<file path="config.mk">
export PLATFORM = sky130hd
export DESIGN_NAME = csr_window
export DESIGN_NICKNAME = d
export VERILOG_FILES = /design/src/csr_pkg.sv /design/src/csr_nibble_mux.sv /design/src/csr_window.sv
export SDC_FILE = /design/constraint.sdc
export NUM_CORES = 1
export LEC_CHECK = 0
export BUFFER_PORTS_ARGS = -buffer_cell sky130_fd_sc_hd__buf_2
export CAP_MARGIN = 10
export CORE_UTILIZATION = 49
export DETAILED_ROUTE_END_ITERATION = 6
export GPL_TIMING_DRIVEN = 0
export MAX_ROUTING_LAYER = met4
export PLACE_DENSITY = 0.89
export SYNTH_ARGS = -nofsm -noshare
export SYNTH_HDL_FRONTEND = slang
export SYNTH_SLANG_ARGS = --single-unit
</file>
<file path="constraint.sdc">
create_clock -name clk -period 1.7 [get_ports clk]
set_input_delay 0.085 -clock clk [delete_from_list [all_inputs] [get_ports clk]]
set_output_delay 0.085 -clock clk [all_outputs]
set_load 0.05 [all_outputs]
</file>
<file path="src/csr_pkg.sv">
// package: address map, field layout and reset values of the cpu control space
package csr_pkg;
    localparam logic [6:0] CSR_SPACE_LO     = 7'h74; // first control address
    localparam logic [6:0] CSR_SPACE_HI     = 7'h7f; // last control address
    localparam logic [6:0] CSR_ADDR_NIB3    = 7'h74; // most significant nibble
    localparam logic [6:0] CSR_ADDR_NIB2    = 7'h75;
    localparam logic [6:0] CSR_ADDR_NIB1    = 7'h76;
    localparam logic [6:0] CSR_ADDR_NIB0    = 7'h77; // least significant nibble
    localparam logic [6:0] CSR_WINDOW       = 7'h78; // window nibble
    localparam int         CSR_AR_FULL_W    = 16;    // printed register width
    localparam int         CSR_AR_EFF_W     = 11;    // default effective width
    localparam int         CSR_NIB_W        = 4;     // nibble width
    localparam int         CSR_STK_IDX_W    = 3;     // stack index width
    localparam int         CSR_FILE_ADDR_W  = 7;     // peripheral file address
    localparam logic [15:0] CSR_AR_RESET    = 16'h0000;
    localparam logic [3:0]  CSR_NIB_ZERO    = 4'h0;
    // datapath operations issued by the decoder
    typedef enum logic [3:0] {
        CSR_OP_NONE      = 4'b0000,
        CSR_OP_TBL_1ST   = 4'b0001, // table read, first cycle
        CSR_OP_TBL_2ND   = 4'b0010, // table read, second cycle
        CSR_OP_PUSH      = 4'b0011,
        CSR_OP_POP       = 4'b0100,
        CSR_OP_JUMP      = 4'b0101,
        CSR_OP_CALL      = 4'b0110,
        CSR_OP_INC       = 4'b0111,
        CSR_OP_BUF_LOAD  = 4'b1000, // table buffer into register
        CSR_OP_BUF_FETCH = 4'b1001, // register into table buffer
        CSR_OP_FILE_RD   = 4'b1010,
        CSR_OP_FILE_WR   = 4'b1011
    } csr_op_e;
endpackage

</file>
<file path="src/csr_nibble_mux.sv">
// module: nibble read selection with fixed-zero masking of address register
`timescale 1ns/1ps
module csr_nibble_mux
    import csr_pkg::*;
#(
    parameter int EFF_W = CSR_AR_EFF_W
) (
    input  wire logic [15:0] ar_value,
    input  wire logic [3:0]  win_value,
    input  wire logic [6:0]  addr,
    output logic      [3:0]  rd_nibble,
    output logic             hit
);
    logic [15:0] masked; // high bits forced to zero

    // mask above effective width
    always_comb begin
        masked = ar_value & ((16'h0001 << EFF_W) - 16'h0001);
    end

    // decode control space for any bank
    always_comb begin
        hit = (addr >= CSR_SPACE_LO) && (addr <= CSR_SPACE_HI);
        unique case (addr)
            CSR_ADDR_NIB3: rd_nibble = masked[15:12];
            CSR_ADDR_NIB2: rd_nibble = masked[11:8];
            CSR_ADDR_NIB1: rd_nibble = masked[7:4];
            CSR_ADDR_NIB0: rd_nibble = masked[3:0];
            CSR_WINDOW:    rd_nibble = win_value;
            default:       rd_nibble = CSR_NIB_ZERO;
        endcase
    end
endmodule

</file>
<file path="src/csr_window.sv">
// module: address register and window nibble of the cpu control space
`timescale 1ns/1ps

module csr_window
    import csr_pkg::*;
#(
    parameter int EFF_W = CSR_AR_EFF_W // 11 or 10 by variant
) (
    input  wire logic                       clk,
    input  wire logic                       reset,
    // data memory port, bank deliberately not an input
    input  wire logic [6:0]                 dm_addr,
    input  wire logic                       dm_wr,
    input  wire logic [3:0]                 dm_wdata,
    input  wire logic                       dm_rd,
    output logic      [3:0]                 dm_rdata,
    output logic                            dm_hit,
    // decoder operation strobe
    input  wire logic [3:0]                 op,
    input  wire logic [CSR_FILE_ADDR_W-1:0] op_file_addr,
    // stack side
    input  wire logic [CSR_STK_IDX_W-1:0]   stack_index,
    output logic                            stk_dec,
    output logic                            stk_inc,
    output logic                            stk_wr,
    output logic      [15:0]                stk_wdata,
    input  wire logic [15:0]                stk_rdata,
    // program counter / memory side
    output logic                            pc_load,
    output logic                            pc_call,
    output logic      [15:0]                pc_target,
    output logic                            rom_rd,
    output logic      [15:0]                rom_addr,
    input  wire logic [15:0]                rom_data,
    // table buffer
    input  wire logic [15:0]                table_buffer,
    output logic                            tbuf_wr,
    output logic      [15:0]                tbuf_wdata,
    // peripheral file
    output logic                            pf_rd,
    output logic                            pf_wr,
    output logic      [CSR_FILE_ADDR_W-1:0] pf_addr,
    output logic      [3:0]                 pf_wdata,
    input  wire logic [3:0]                 pf_rdata
);
    localparam logic [15:0] AR_MASK = (16'h0001 << EFF_W) - 16'h0001;

    csr_op_e      cur_op;      // decoded operation
    logic [15:0]  ar_q;        // address register
    logic [15:0]  ar_d;
    logic [3:0]   win_q;       // window nibble, no reset
    logic [3:0]   win_d;
    logic         pf_rd_q;     // file read issued last cycle
    logic         pf_rd_d;
    logic         tbl_q;       // table read second cycle pending fetch
    logic         tbl_d;
    logic [3:0]   rd_nib;      // combinational read nibble
    logic         hit;         // control space decode

    // output registers
    logic [3:0]   dm_rdata_q, dm_rdata_d;
    logic         dm_hit_q, dm_hit_d;
    logic         stk_dec_q, stk_dec_d;
    logic         stk_inc_q, stk_inc_d;
    logic         stk_wr_q, stk_wr_d;
    logic [15:0]  stk_wdata_q, stk_wdata_d;
    logic         pc_load_q, pc_load_d;
    logic         pc_call_q, pc_call_d;
    logic [15:0]  pc_target_q, pc_target_d;
    logic         rom_rd_q, rom_rd_d;
    logic [15:0]  rom_addr_q, rom_addr_d;
    logic         tbuf_wr_q, tbuf_wr_d;
    logic [15:0]  tbuf_wdata_q, tbuf_wdata_d;
    logic         pf_wr_q, pf_wr_d;
    logic [CSR_FILE_ADDR_W-1:0] pf_addr_q, pf_addr_d;
    logic [3:0]   pf_wdata_q, pf_wdata_d;

    assign cur_op = csr_op_e'(op);

    // read selection shared with the decode
    csr_nibble_mux #(
        .EFF_W     (EFF_W)
    ) u_mux (
        .ar_value  (ar_q),
        .win_value (win_q),
        .addr      (dm_addr),
        .rd_nibble (rd_nib),
        .hit       (hit)
    );

    // next state of the address register
    always_comb begin
        ar_d = ar_q;
        if (dm_wr) begin
            unique case (dm_addr)
                CSR_ADDR_NIB3: ar_d[15:12] = dm_wdata;
                CSR_ADDR_NIB2: ar_d[11:8]  = dm_wdata;
                CSR_ADDR_NIB1: ar_d[7:4]   = dm_wdata;
                CSR_ADDR_NIB0: ar_d[3:0]   = dm_wdata;
                default:       ar_d        = ar_q;
            endcase
        end
        unique case (cur_op)
            CSR_OP_POP:      ar_d = stk_rdata;
            CSR_OP_INC:      ar_d = ar_q + 16'h0001;
            CSR_OP_BUF_LOAD: ar_d = table_buffer;
            default:         ;
        endcase
        ar_d = ar_d & AR_MASK;
    end

    // address register, cleared by reset
    always_ff @(posedge clk) begin
        if (reset) begin
            ar_q <= CSR_AR_RESET;
        end else begin
            ar_q <= ar_d;
        end
    end

    // next state of the window nibble
    always_comb begin
        win_d = win_q;
        if (dm_wr && dm_addr == CSR_WINDOW) begin
            win_d = dm_wdata;
        end
        if (pf_rd_q) begin
            win_d = pf_rdata;
        end
    end

    // flags for operations answered on the second edge
    always_comb begin
        pf_rd_d = (cur_op == CSR_OP_FILE_RD);
        tbl_d   = (cur_op == CSR_OP_TBL_1ST);
    end

    // flags cleared by reset so no stale fetch follows it
    always_ff @(posedge clk) begin
        if (reset) begin
            pf_rd_q <= 1'b0;
            tbl_q   <= 1'b0;
        end else begin
            pf_rd_q <= pf_rd_d;
            tbl_q   <= tbl_d;
        end
    end

    // read answer and decode flag, one cycle after the access
    always_comb begin
        dm_rdata_d = CSR_NIB_ZERO;                // idle cycles read zero
        if (dm_rd) begin
            dm_rdata_d = rd_nib;
        end
        dm_hit_d   = hit;
    end

    // data memory answer registers
    always_ff @(posedge clk) begin
        if (reset) begin
            dm_rdata_q <= CSR_NIB_ZERO;
            dm_hit_q   <= 1'b0;
        end else begin
            dm_rdata_q <= dm_rdata_d;
            dm_hit_q   <= dm_hit_d;
        end
    end

    // stack strobes; push lowers the index before storing
    always_comb begin
        stk_dec_d   = 1'b0;
        stk_inc_d   = 1'b0;
        stk_wr_d    = 1'b0;
        stk_wdata_d = stk_wdata_q;                // data holds between pushes
        // one operation per cycle reaches the stack
        unique case (cur_op)
            CSR_OP_TBL_1ST: begin
                stk_dec_d = 1'b1;                 // borrow a level
            end
            CSR_OP_TBL_2ND: begin
                stk_inc_d = 1'b1;                 // give the level back
            end
            CSR_OP_PUSH: begin
                stk_dec_d   = 1'b1;
                stk_wr_d    = 1'b1;
                stk_wdata_d = ar_q & AR_MASK;
            end
            CSR_OP_POP: begin
                stk_inc_d = 1'b1;
            end
            CSR_OP_CALL: begin
                stk_dec_d = 1'b1;                 // room for return address
            end
            default: ;
        endcase
    end

    // stack strobe registers
    always_ff @(posedge clk) begin
        if (reset) begin
            stk_dec_q   <= 1'b0;
            stk_inc_q   <= 1'b0;
            stk_wr_q    <= 1'b0;
            stk_wdata_q <= CSR_AR_RESET;
        end else begin
            stk_dec_q   <= stk_dec_d;
            stk_inc_q   <= stk_inc_d;
            stk_wr_q    <= stk_wr_d;
            stk_wdata_q <= stk_wdata_d;
        end
    end

    // indirect jump and call, target from the address register
    always_comb begin
        pc_load_d   = 1'b0;
        pc_call_d   = 1'b0;
        pc_target_d = pc_target_q;                // target holds between uses
        // both branch kinds take the masked register
        if (cur_op == CSR_OP_JUMP) begin
            pc_load_d   = 1'b1;
            pc_target_d = ar_q & AR_MASK;
        end
        if (cur_op == CSR_OP_CALL) begin
            pc_call_d   = 1'b1;
            pc_target_d = ar_q & AR_MASK;
        end
    end

    // program counter request registers
    always_ff @(posedge clk) begin
        if (reset) begin
            pc_load_q   <= 1'b0;
            pc_call_q   <= 1'b0;
            pc_target_q <= CSR_AR_RESET;
        end else begin
            pc_load_q   <= pc_load_d;
            pc_call_q   <= pc_call_d;
            pc_target_q <= pc_target_d;
        end
    end

    // table read address and buffer transfers
    always_comb begin
        rom_rd_d     = 1'b0;
        rom_addr_d   = rom_addr_q;                // address holds after fetch
        tbuf_wr_d    = 1'b0;
        tbuf_wdata_d = tbuf_wdata_q;              // word holds after write
        if (cur_op == CSR_OP_TBL_1ST) begin
            rom_rd_d   = 1'b1;
            rom_addr_d = ar_q & AR_MASK;
        end
        if (cur_op == CSR_OP_BUF_FETCH) begin
            tbuf_wr_d    = 1'b1;
            tbuf_wdata_d = ar_q & AR_MASK;
        end
        // a pending table word wins over a fetch
        if (tbl_q) begin
            // rom word arrives in the same cycle as the registered address
            tbuf_wr_d    = 1'b1;
            tbuf_wdata_d = rom_data;
        end
    end

    // program memory and table buffer registers
    always_ff @(posedge clk) begin
        if (reset) begin
            rom_rd_q     <= 1'b0;
            rom_addr_q   <= CSR_AR_RESET;
            tbuf_wr_q    <= 1'b0;
            tbuf_wdata_q <= CSR_AR_RESET;
        end else begin
            rom_rd_q     <= rom_rd_d;
            rom_addr_q   <= rom_addr_d;
            tbuf_wr_q    <= tbuf_wr_d;
            tbuf_wdata_q <= tbuf_wdata_d;
        end
    end

    // peripheral file transfers through the window
    always_comb begin
        pf_wr_d    = 1'b0;
        pf_addr_d  = pf_addr_q;                   // address holds between uses
        pf_wdata_d = pf_wdata_q;
        // read and write share one address register
        if (cur_op == CSR_OP_FILE_RD) begin
            pf_addr_d = op_file_addr;
        end
        if (cur_op == CSR_OP_FILE_WR) begin
            pf_wr_d    = 1'b1;
            pf_addr_d  = op_file_addr;
            pf_wdata_d = win_q;
        end
    end

    // peripheral file request registers
    always_ff @(posedge clk) begin
        if (reset) begin
            pf_wr_q    <= 1'b0;
            pf_addr_q  <= '0;
            pf_wdata_q <= CSR_NIB_ZERO;
        end else begin
            pf_wr_q    <= pf_wr_d;
            pf_addr_q  <= pf_addr_d;
            pf_wdata_q <= pf_wdata_d;
        end
    end

    // window keeps its value through any reset
    always_ff @(posedge clk) begin
        win_q <= win_d;
    end

    // outputs straight from flip-flops
    assign dm_rdata   = dm_rdata_q;
    assign dm_hit     = dm_hit_q;
    assign stk_dec    = stk_dec_q;
    assign stk_inc    = stk_inc_q;
    assign stk_wr     = stk_wr_q;
    assign stk_wdata  = stk_wdata_q;
    assign pc_load    = pc_load_q;
    assign pc_call    = pc_call_q;
    assign pc_target  = pc_target_q;
    assign rom_rd     = rom_rd_q;
    assign rom_addr   = rom_addr_q;
    assign tbuf_wr    = tbuf_wr_q;
    assign tbuf_wdata = tbuf_wdata_q;
    assign pf_rd      = pf_rd_q;
    assign pf_wr      = pf_wr_q;
    assign pf_addr    = pf_addr_q;
    assign pf_wdata   = pf_wdata_q;
endmodule

</file>
==> results of run 1 <==
==> flip-flops by register name, indices dropped and copies added, names as in the netlist, 4 cells and up <==
name / flops
tbuf_wdata: 16
ar_q: 11
pc_target: 11
rom_addr: 11
stk_wdata: 11
pf_addr: 7
dm_rdata: 4
pf_wdata: 4
win_q: 4
==> critical path: stages <==
cell and delay (ns):
sky130_fd_sc_hd__dlygate4sd3_1 0.54, sky130_fd_sc_hd__buf_2 0.15, sky130_fd_sc_hd__or4b_4 0.49, sky130_fd_sc_hd__nor2_2 0.20, sky130_fd_sc_hd__a21o_1 0.24
==> cells in the final DEF, fill, tap and decap left out, drive strengths merged, types with 12 or more instances in the layout <==
cell and n:
mux2i 31, nand2 73, nor2 37, and2 12
dfxtp 85, conb 15, dlygate4sd3 13, clkbuf 30
buf 174, o21ai 24, a21oi 38, nand3 16
==> routing by layer <==
metal | up-vias | share of wire, % | track usage [%]
met2 | 247 | 50 | 45.92
met3 | 54 | 7.2 | 4.509
met5 | - | 0 | -
met4 | 0 | 3.5 | 19.32
met1 | 2036 | 40 | 34.95
li1 | 2037 | - | -
==> path summary, 6_finish.rpt <==
path | slack [ns] | endpoint | start
worst max-delay path | 0.07 | win_q[3] | dm_addr[2]
worst min-delay path | -0.0009 | win_q[3] | pf_rdata[3]
worst max register to register | 0.13 | ar_q[9] | ar_q[0]
worst min register to register | 0.45 | pf_addr[0] | pf_addr[0]
==> where the power goes <==
part           internal, W  switching, W  total [W]  leakage [nW]
Combinational     0.000239      0.000433   0.000672          1.66
Clock             0.000755      0.000783    0.00154         0.105
Sequential         0.00214     0.0000320    0.00217         0.724
==> cell usage after synthesis, types with 4 or more instances <==
cell type,instances,share of area [%]
sky130_fd_sc_hd__o31a_1,4,0.83
sky130_fd_sc_hd__dfxtp_1,85,40
sky130_fd_sc_hd__nand3_1,15,1.8
sky130_fd_sc_hd__buf_4,20,3.5
sky130_fd_sc_hd__inv_1,6,0.53
sky130_fd_sc_hd__nor2_1,36,3.2
sky130_fd_sc_hd__o21ai_0,23,2.7
sky130_fd_sc_hd__nor3_1,5,0.59
sky130_fd_sc_hd__edfxtp_1,4,2.8
sky130_fd_sc_hd__buf_2,11,1.3
sky130_fd_sc_hd__mux2_2,4,1.1
sky130_fd_sc_hd__and2_1,12,1.8
sky130_fd_sc_hd__and3_1,5,0.74
sky130_fd_sc_hd__clkbuf_1,21,1.9
sky130_fd_sc_hd__nand2_1,73,6.5
sky130_fd_sc_hd__o211ai_1,5,0.89
sky130_fd_sc_hd__a22oi_1,8,1.4
sky130_fd_sc_hd__mux2i_1,31,7.3
sky130_fd_sc_hd__nor4_1,7,1.0
sky130_fd_sc_hd__nor3b_1,6,1.1
sky130_fd_sc_hd__a22o_1,6,1.2
sky130_fd_sc_hd__a21oi_1,36,4.3
==> what timing repair did <==
action | CTS | global route
hold buffers | 13 | 0
resized for setup | 3 | 13
hold endpoints to repair | 13 | 0
endpoints found under the setup margin | 3 | 4
setup buffers | 0 | 0
==> cell type report <==
| cell class | instances | area (um2) |
|---|---|---|
| flip-flops and latches | 89 | 1824 |
| repair buffers | 153 | 830.8 |
| plain buffers | 53 | 325.3 |
| inverters | 6 | 22.52 |
| fillers | 673 | 2821 |
| clock inverters | 4 | 52.55 |
| multi-input cells | 350 | 2140 |
| well taps | 105 | 131.4 |
| clock buffers | 11 | 151.4 |
==> per-stage QoR <==
step / power (W) / TNS, ns / hold slack, ns
2_1_floorplan: 0.002638 / 0 / 0.1952
3_3_place_gp: 0.002823 / -0.09869 / 0.3157
3_5_place_dp: 0.002838 / -0.2300 / 0.3259
4_1_cts: 0.004339 / 0 / 0.004408
5_1_grt: 0.004502 / -0.003668 / 0.03131
6_report: 0.004378 / 0 / -0.0009139
==> logic make-up (layout without fill, tap and decap cells) <==
| logic type | Yosys count | after routing | share of synthesized area, % |
|---|---|---|---|
| simple gates | 186 | 186 | 22.36 |
| compound gates | 108 | 108 | 16.62 |
| flops | 89 | 89 | 43.06 |
| buf+inv | 62 | 227 | 8.133 |
| mux | 35 | 35 | 8.400 |
| xor+xnor | 5 | 5 | 1.035 |
| fa+ha+maj | 1 | 1 | 0.2957 |
| other cells | 1 | 15 | 0.08865 |
==> out/results.txt, run 1 <==
Result of the run -> complete, but fails checks
Violations in the final reports -> negative hold slack
Slew @ Worst Pin -> 0.6665 ns
Count of buffers from port buffering -> 140
Cell area reported after detailed placement -> 0.005115 mm2
Worst clock skew -> 0.006722 ns
Final hold violation count -> 1
Number of sinks driven by the clock tree -> 89
Largest fanout on the critical path -> 5
Overall die height -> 94.92 um
Drc violations -> 0
Hold WS -> -0.0009139 ns
Final period utilization -> 95.65%
Cells on worst reg2reg path -> 5
Maximum number of pins on one net before global-route repair -> 15
NumNets Final -> 744
Non-Filler Instances -> 771
Source-to-sink clock delay at the later pin of the worst-skew pair -> 0.36 ns
Average size of a mapped cell -> 8.686 um2
Top flip-flop cell by instance count after synthesis -> sky130_fd_sc_hd__dfxtp_1
Final Setup Violations -> 0
Critical path data required time -> 1.78 ns
Drt pass-1 iters -> 5
Hold depth -> 3
Util after Layout -> 66.00%
Worst slack, placed -> -0.1555 ns
Path class of the lowest-slack min-delay path -> in -> reg
Initial antenna violation count -> 0
Die Footprint -> 0.009009 mm2
Average vias per placed instance -> 5.673
Fmax -> 615.0 MHz
Via count of the routed design -> 4374
Last weighted congestion value of the routability-driven placer -> 0.8870
Gr ovfl total -> 0
Final antenna diode count -> 0
Time the final worst path needs with I/O delays and setup -> 1.626 ns
Max Buffers Root-to-Sink -> 2
Data arrival time of the worst path -> 1.70 ns
Synth warn -> 0
Via count of the first global-routing pass -> 4114
Global routing usage summed across all routing layers -> 29.36%
Gate Count Post-Synth -> 487
Summed area of non-filler cells in the final layout -> 0.005478 mm2
Power density normalized to cell area -> 799.2 mW/mm2
Clock tree from TritonCTS -> yes
Static Leakage -> 2.494 nW
Total count of max-transition violations in the final report -> 0
Post-Syn Area -> 0.004230 mm2
DP HPWL -> 8.842 mm
CTS H-tree depth -> 3
Root buffer cell -> sky130_fd_sc_hd__clkbuf_8
EDFF count, synth -> 4
Die extent in x -> 94.92 um
CORE AREA -> 0.008299 mm2
Flops & latches, synth -> 89
Headroom to the max-slew limit -> 55.40%
Fraction of final layout cells with drive strength greater than 1 -> 31.68%
Kind of capture point of the worst setup path -> flip-flop
Number of rows created at floorplan -> 33
Critical path startpoint category -> primary input
TritonCTS Buffers -> 9
Wire length of the first global-routing pass -> 19.40 mm
Worst Slack Setup Final -> 0.07388 ns
Synthesis-to-layout area growth -> 29.49%
Antenna Violating Nets Remaining -> 0
Clock transition at path regs -> 0.09 ns
Start-to-end type of the worst setup path -> in -> reg
Iteration-0 DRC count of the detailed router -> 388
Part of the Yosys area used for sequential elements -> 43.06%
Starting density of the core -> 50.97%
Maximum vdd drop -> 354.8 uV
Number of max-cap violations -> 0
Top-level port count -> 170
Count of different cell masters after synthesis -> 67
Placed Instances -> 746
Wire length after detailed routing -> 12.83 mm
Async S/R FF share, synth -> 0%
Per-cell routed wire length -> 16.64 um
Note: power is estimated with default switching activity, not from simulation.
==> inputs of run 2 (changes only) <==
--- a/config.mk
+++ b/config.mk
@@ -7,11 +7,13 @@
 export LEC_CHECK = 0
 export BUFFER_PORTS_ARGS = -buffer_cell sky130_fd_sc_hd__buf_2
 export CAP_MARGIN = 10
-export CORE_UTILIZATION = 49
+export CORE_ASPECT_RATIO = 2
+export CORE_UTILIZATION = 48
 export DETAILED_ROUTE_END_ITERATION = 6
 export GPL_TIMING_DRIVEN = 0
 export MAX_ROUTING_LAYER = met4
-export PLACE_DENSITY = 0.89
+export PLACE_DENSITY = 0.88
 export SYNTH_ARGS = -nofsm -noshare
 export SYNTH_HDL_FRONTEND = slang
+export SYNTH_HIERARCHICAL = 1
 export SYNTH_SLANG_ARGS = --single-unit
==> run 2 against run 1 <==
Compared with the run above: the flow now finishes without violations; cell count up 1.0%; clock power increased by 27%; critical path depth shrank 1; setup slack got worse by 0.019 ns; sequential share of layout area fell by 0.15 points; largest cell class unchanged; critical path type is now reg -> reg; core utilization grew 0.074 points.
==> out/results.txt, run 2 <==
Critical path startpoint category -> flip-flop
Via count of the first global-routing pass -> 4194
Cell area reported after detailed placement -> 0.005051 mm2
Placed Instances -> 749
Most frequent cells in the layout -> sky130_fd_sc_hd__buf_2, sky130_fd_sc_hd__nand2_1, sky130_fd_sc_hd__dfxtp_1, sky130_fd_sc_hd__a21oi_1, sky130_fd_sc_hd__buf_4
Static Leakage -> 2.434 nW
Area share of the largest cell type after synthesis -> 40.71%
Clock tree from TritonCTS -> yes
Number of flip-flops under the largest register name -> 16
Summed area of non-filler cells in the final layout -> 0.005518 mm2
Final period utilization -> 96.77%
CTS H-tree depth -> 3
Headroom to the max-slew limit -> 58.15%
Post-Syn Area -> 0.004180 mm2
Global routing usage summed across all routing layers -> 30.38%
Drt pass-1 iters -> 5
Iteration-0 DRC count of the detailed router -> 292
Critical path data required time -> 1.96 ns
Path class of the lowest-slack min-delay path -> in -> reg
Critical path, cell by cell -> buf_4 > nand4_1 > or4_1 > a41oi_2
Per-cell routed wire length -> 16.54 um
Largest fanout on the critical path -> 9
Cell taking the most area after synthesis -> sky130_fd_sc_hd__dfxtp_1
Count of different cell masters after synthesis -> 58
Number of rows created at floorplan -> 47
Flops & latches, synth -> 89
Count of buffers from port buffering -> 139
CORE AREA -> 0.008351 mm2
Start-to-end type of the worst setup path -> reg -> reg
Util after Layout -> 66.08%
TritonCTS Buffers -> 9
Top-level port count -> 170
Source-to-sink clock delay at the later pin of the worst-skew pair -> 0.34 ns
Final hold violation count -> 0
Antenna Violating Nets Remaining -> 0
Most frequent cell after synthesis -> sky130_fd_sc_hd__nand2_1
Drc violations -> 0
Destination of the worst hold path -> pf_addr[5]
Crit-path leading delay family -> simple AND/OR/NAND/NOR gates
Result of the run -> finished clean
Wire length of the first global-routing pass -> 20.11 mm
Maximum vdd drop -> 615.5 uV
Destination of the worst register-to-register timing path -> ar_q[7]
Critical path's slowest cell -> sky130_fd_sc_hd__or4_1
Initial antenna violation count -> 0
Die Footprint -> 0.009109 mm2
Clock transition at path regs -> 0.06 ns
Sequential cell area -> 0.001829 mm2
Gr ovfl total -> 0
Hold depth -> 3
Root buffer cell -> sky130_fd_sc_hd__clkbuf_16
Reg-to-Reg Start -> ar_q[3]
Total buffers and inverters traversed by the critical path -> 1
Last weighted congestion value of the routability-driven placer -> 0.8998
Final Setup Violations -> 0
Time the final worst path needs with I/O delays and setup -> 1.645 ns
Starting density of the core -> 50.06%
Final antenna diode count -> 0
NumNets Final -> 759
Non-Filler Instances -> 779
Most numerous cell types in the synthesized netlist -> sky130_fd_sc_hd__nand2_1, sky130_fd_sc_hd__dfxtp_1, sky130_fd_sc_hd__a21oi_1
Reg-to-reg setup timing slack -> 0.05 ns
Average vias per placed instance -> 5.585
Top flip-flop cell by instance count after synthesis -> sky130_fd_sc_hd__dfxtp_1
Average size of a mapped cell -> 8.394 um2
Worst clock skew -> 0.005835 ns
Fmax -> 607.9 MHz
Power density normalized to cell area -> 862.7 mW/mm2
Number of sinks driven by the clock tree -> 89
Max Buffers Root-to-Sink -> 2
Maximum number of pins on one net before global-route repair -> 15
Overall die height -> 134.0 um
Most common cell after layout, fill and taps aside -> sky130_fd_sc_hd__buf_2
Synth warn -> 6
EDFF count, synth -> 4
Total count of max-transition violations in the final report -> 0
Gate Count Post-Synth -> 498
Dominant cells by area after synthesis -> sky130_fd_sc_hd__dfxtp_1, sky130_fd_sc_hd__nand2_1, sky130_fd_sc_hd__a21oi_1
Wire length after detailed routing -> 12.88 mm
Delay of the slowest critical-path stage -> 0.57 ns
Slew @ Worst Pin -> 0.6277 ns
Die extent in x -> 67.99 um
Fraction of final layout cells with drive strength greater than 1 -> 32.01%
Startpoint of the most critical hold path -> op_file_addr[5]
Part of the Yosys area used for sequential elements -> 43.58%
Filler Cells Inserted -> 694
Via count of the routed design -> 4351
Total Power Consumption -> 0.004760 W
Kind of capture point of the worst setup path -> flip-flop
Hold WS -> 0.005822 ns
Data arrival time of the worst path -> 1.91 ns
Number of max-cap violations -> 0
DP HPWL -> 9.562 mm
Multi-input combinational cell area -> 0.002086 mm2
Cells on worst reg2reg path -> 4
Synthesis-to-layout area growth -> 32.00%
Async S/R FF share, synth -> 0%
[run 2: cell count changes after synthesis, moves of 6 or more]
cell                       change
sky130_fd_sc_hd__nand2_1      +33
sky130_fd_sc_hd__a21oi_1      +19
sky130_fd_sc_hd__mux2i_1      -19
sky130_fd_sc_hd__o21ai_0      -14
sky130_fd_sc_hd__a311oi_1     +11
sky130_fd_sc_hd__nor2_1       -10
sky130_fd_sc_hd__and2_1        -8
sky130_fd_sc_hd__nor3b_1       -6
[run 2: layout make-up]
class | instances | area share, %
Sequential cell | 89 | 33.15
Clock inverter | 3 | 0.4082
Clock buffer | 12 | 5.034
Multi-Input combinational cell | 363 | 37.80
Buffer | 56 | 6.054
Inverter | 4 | 0.2721
Timing Repair Buffer | 154 | 15.06
Tap cell | 98 | 2.222
[run 2: worst max-delay path by stage]
| stage | to | startpoint | slack (ns) | depth (start not counted) |
|---|---|---|---|---|
| floorplan | ar_q[10] | ar_q[1] | 0.03 | 5 |
| global placement | ar_q[10] | ar_q[1] | -0.35 | 5 |
| detailed placement | ar_q[10] | ar_q[1] | -0.33 | 5 |
| CTS | ar_q[10] | ar_q[1] | 0.004 | 5 |
| global route | ar_q[7] | ar_q[2] | -0.02 | 4 |
| finish | ar_q[7] | ar_q[3] | 0.05 | 4 |
[run 2: power breakdown]
part	switching, W	total (W)	internal (W)
Clock	0.000797	0.00195	0.00115
Sequential	0.0000282	0.00217	0.00214
Combinational	0.000422	0.000644	0.000221
Total	0.00125	0.00476	0.00351
[run 2: what timing repair did]
action                                  4_1_cts  5_1_grt
resized for setup                             5       10
gates cloned                                  0        0
endpoints found under the setup margin        6        6
setup buffers                                 2        4
pin swaps                                     1        2
hold buffers                                  9        0
endpoints found under the hold margin         9        0
[run 2: per-stage QoR]
stage,worst slack [ns],TNS (ns)
floorplan,0.02569,0
global placement,-0.3508,-1.146
detailed placement,-0.3345,-1.244
CTS,0.003726,0
global route,-0.02237,-0.02263
finish,0.05487,0
[run 2: cell families (layout without fill, tap and decap cells)]
kind of cell	count (synthesis)	count (layout)	share of synthesized area, %
compound gates	115	115	18.32
xor+xnor	5	5	1.048
fa+ha+maj	1	1	0.2993
buf+inv	60	229	7.961
flops	89	89	43.58
mux	16	16	3.951
other cells	1	15	0.08971
simple gates	211	211	24.75
[run 2: metal layers]
metal  GRT usage, %  share of wire (%)  vias up
li1               -                  -     2077
met1          30.63                 36     2023
met2          52.45                 54      196
met3          3.997                4.8       55
met4          18.87                5.5        0
met5              -                  0        -
[run 2: tightest hold or removal path, cell delays in order]
cell and delay [ns]:
sky130_fd_sc_hd__buf_2 0.10, sky130_fd_sc_hd__nand3_1 0.05, sky130_fd_sc_hd__a21oi_1 0.06
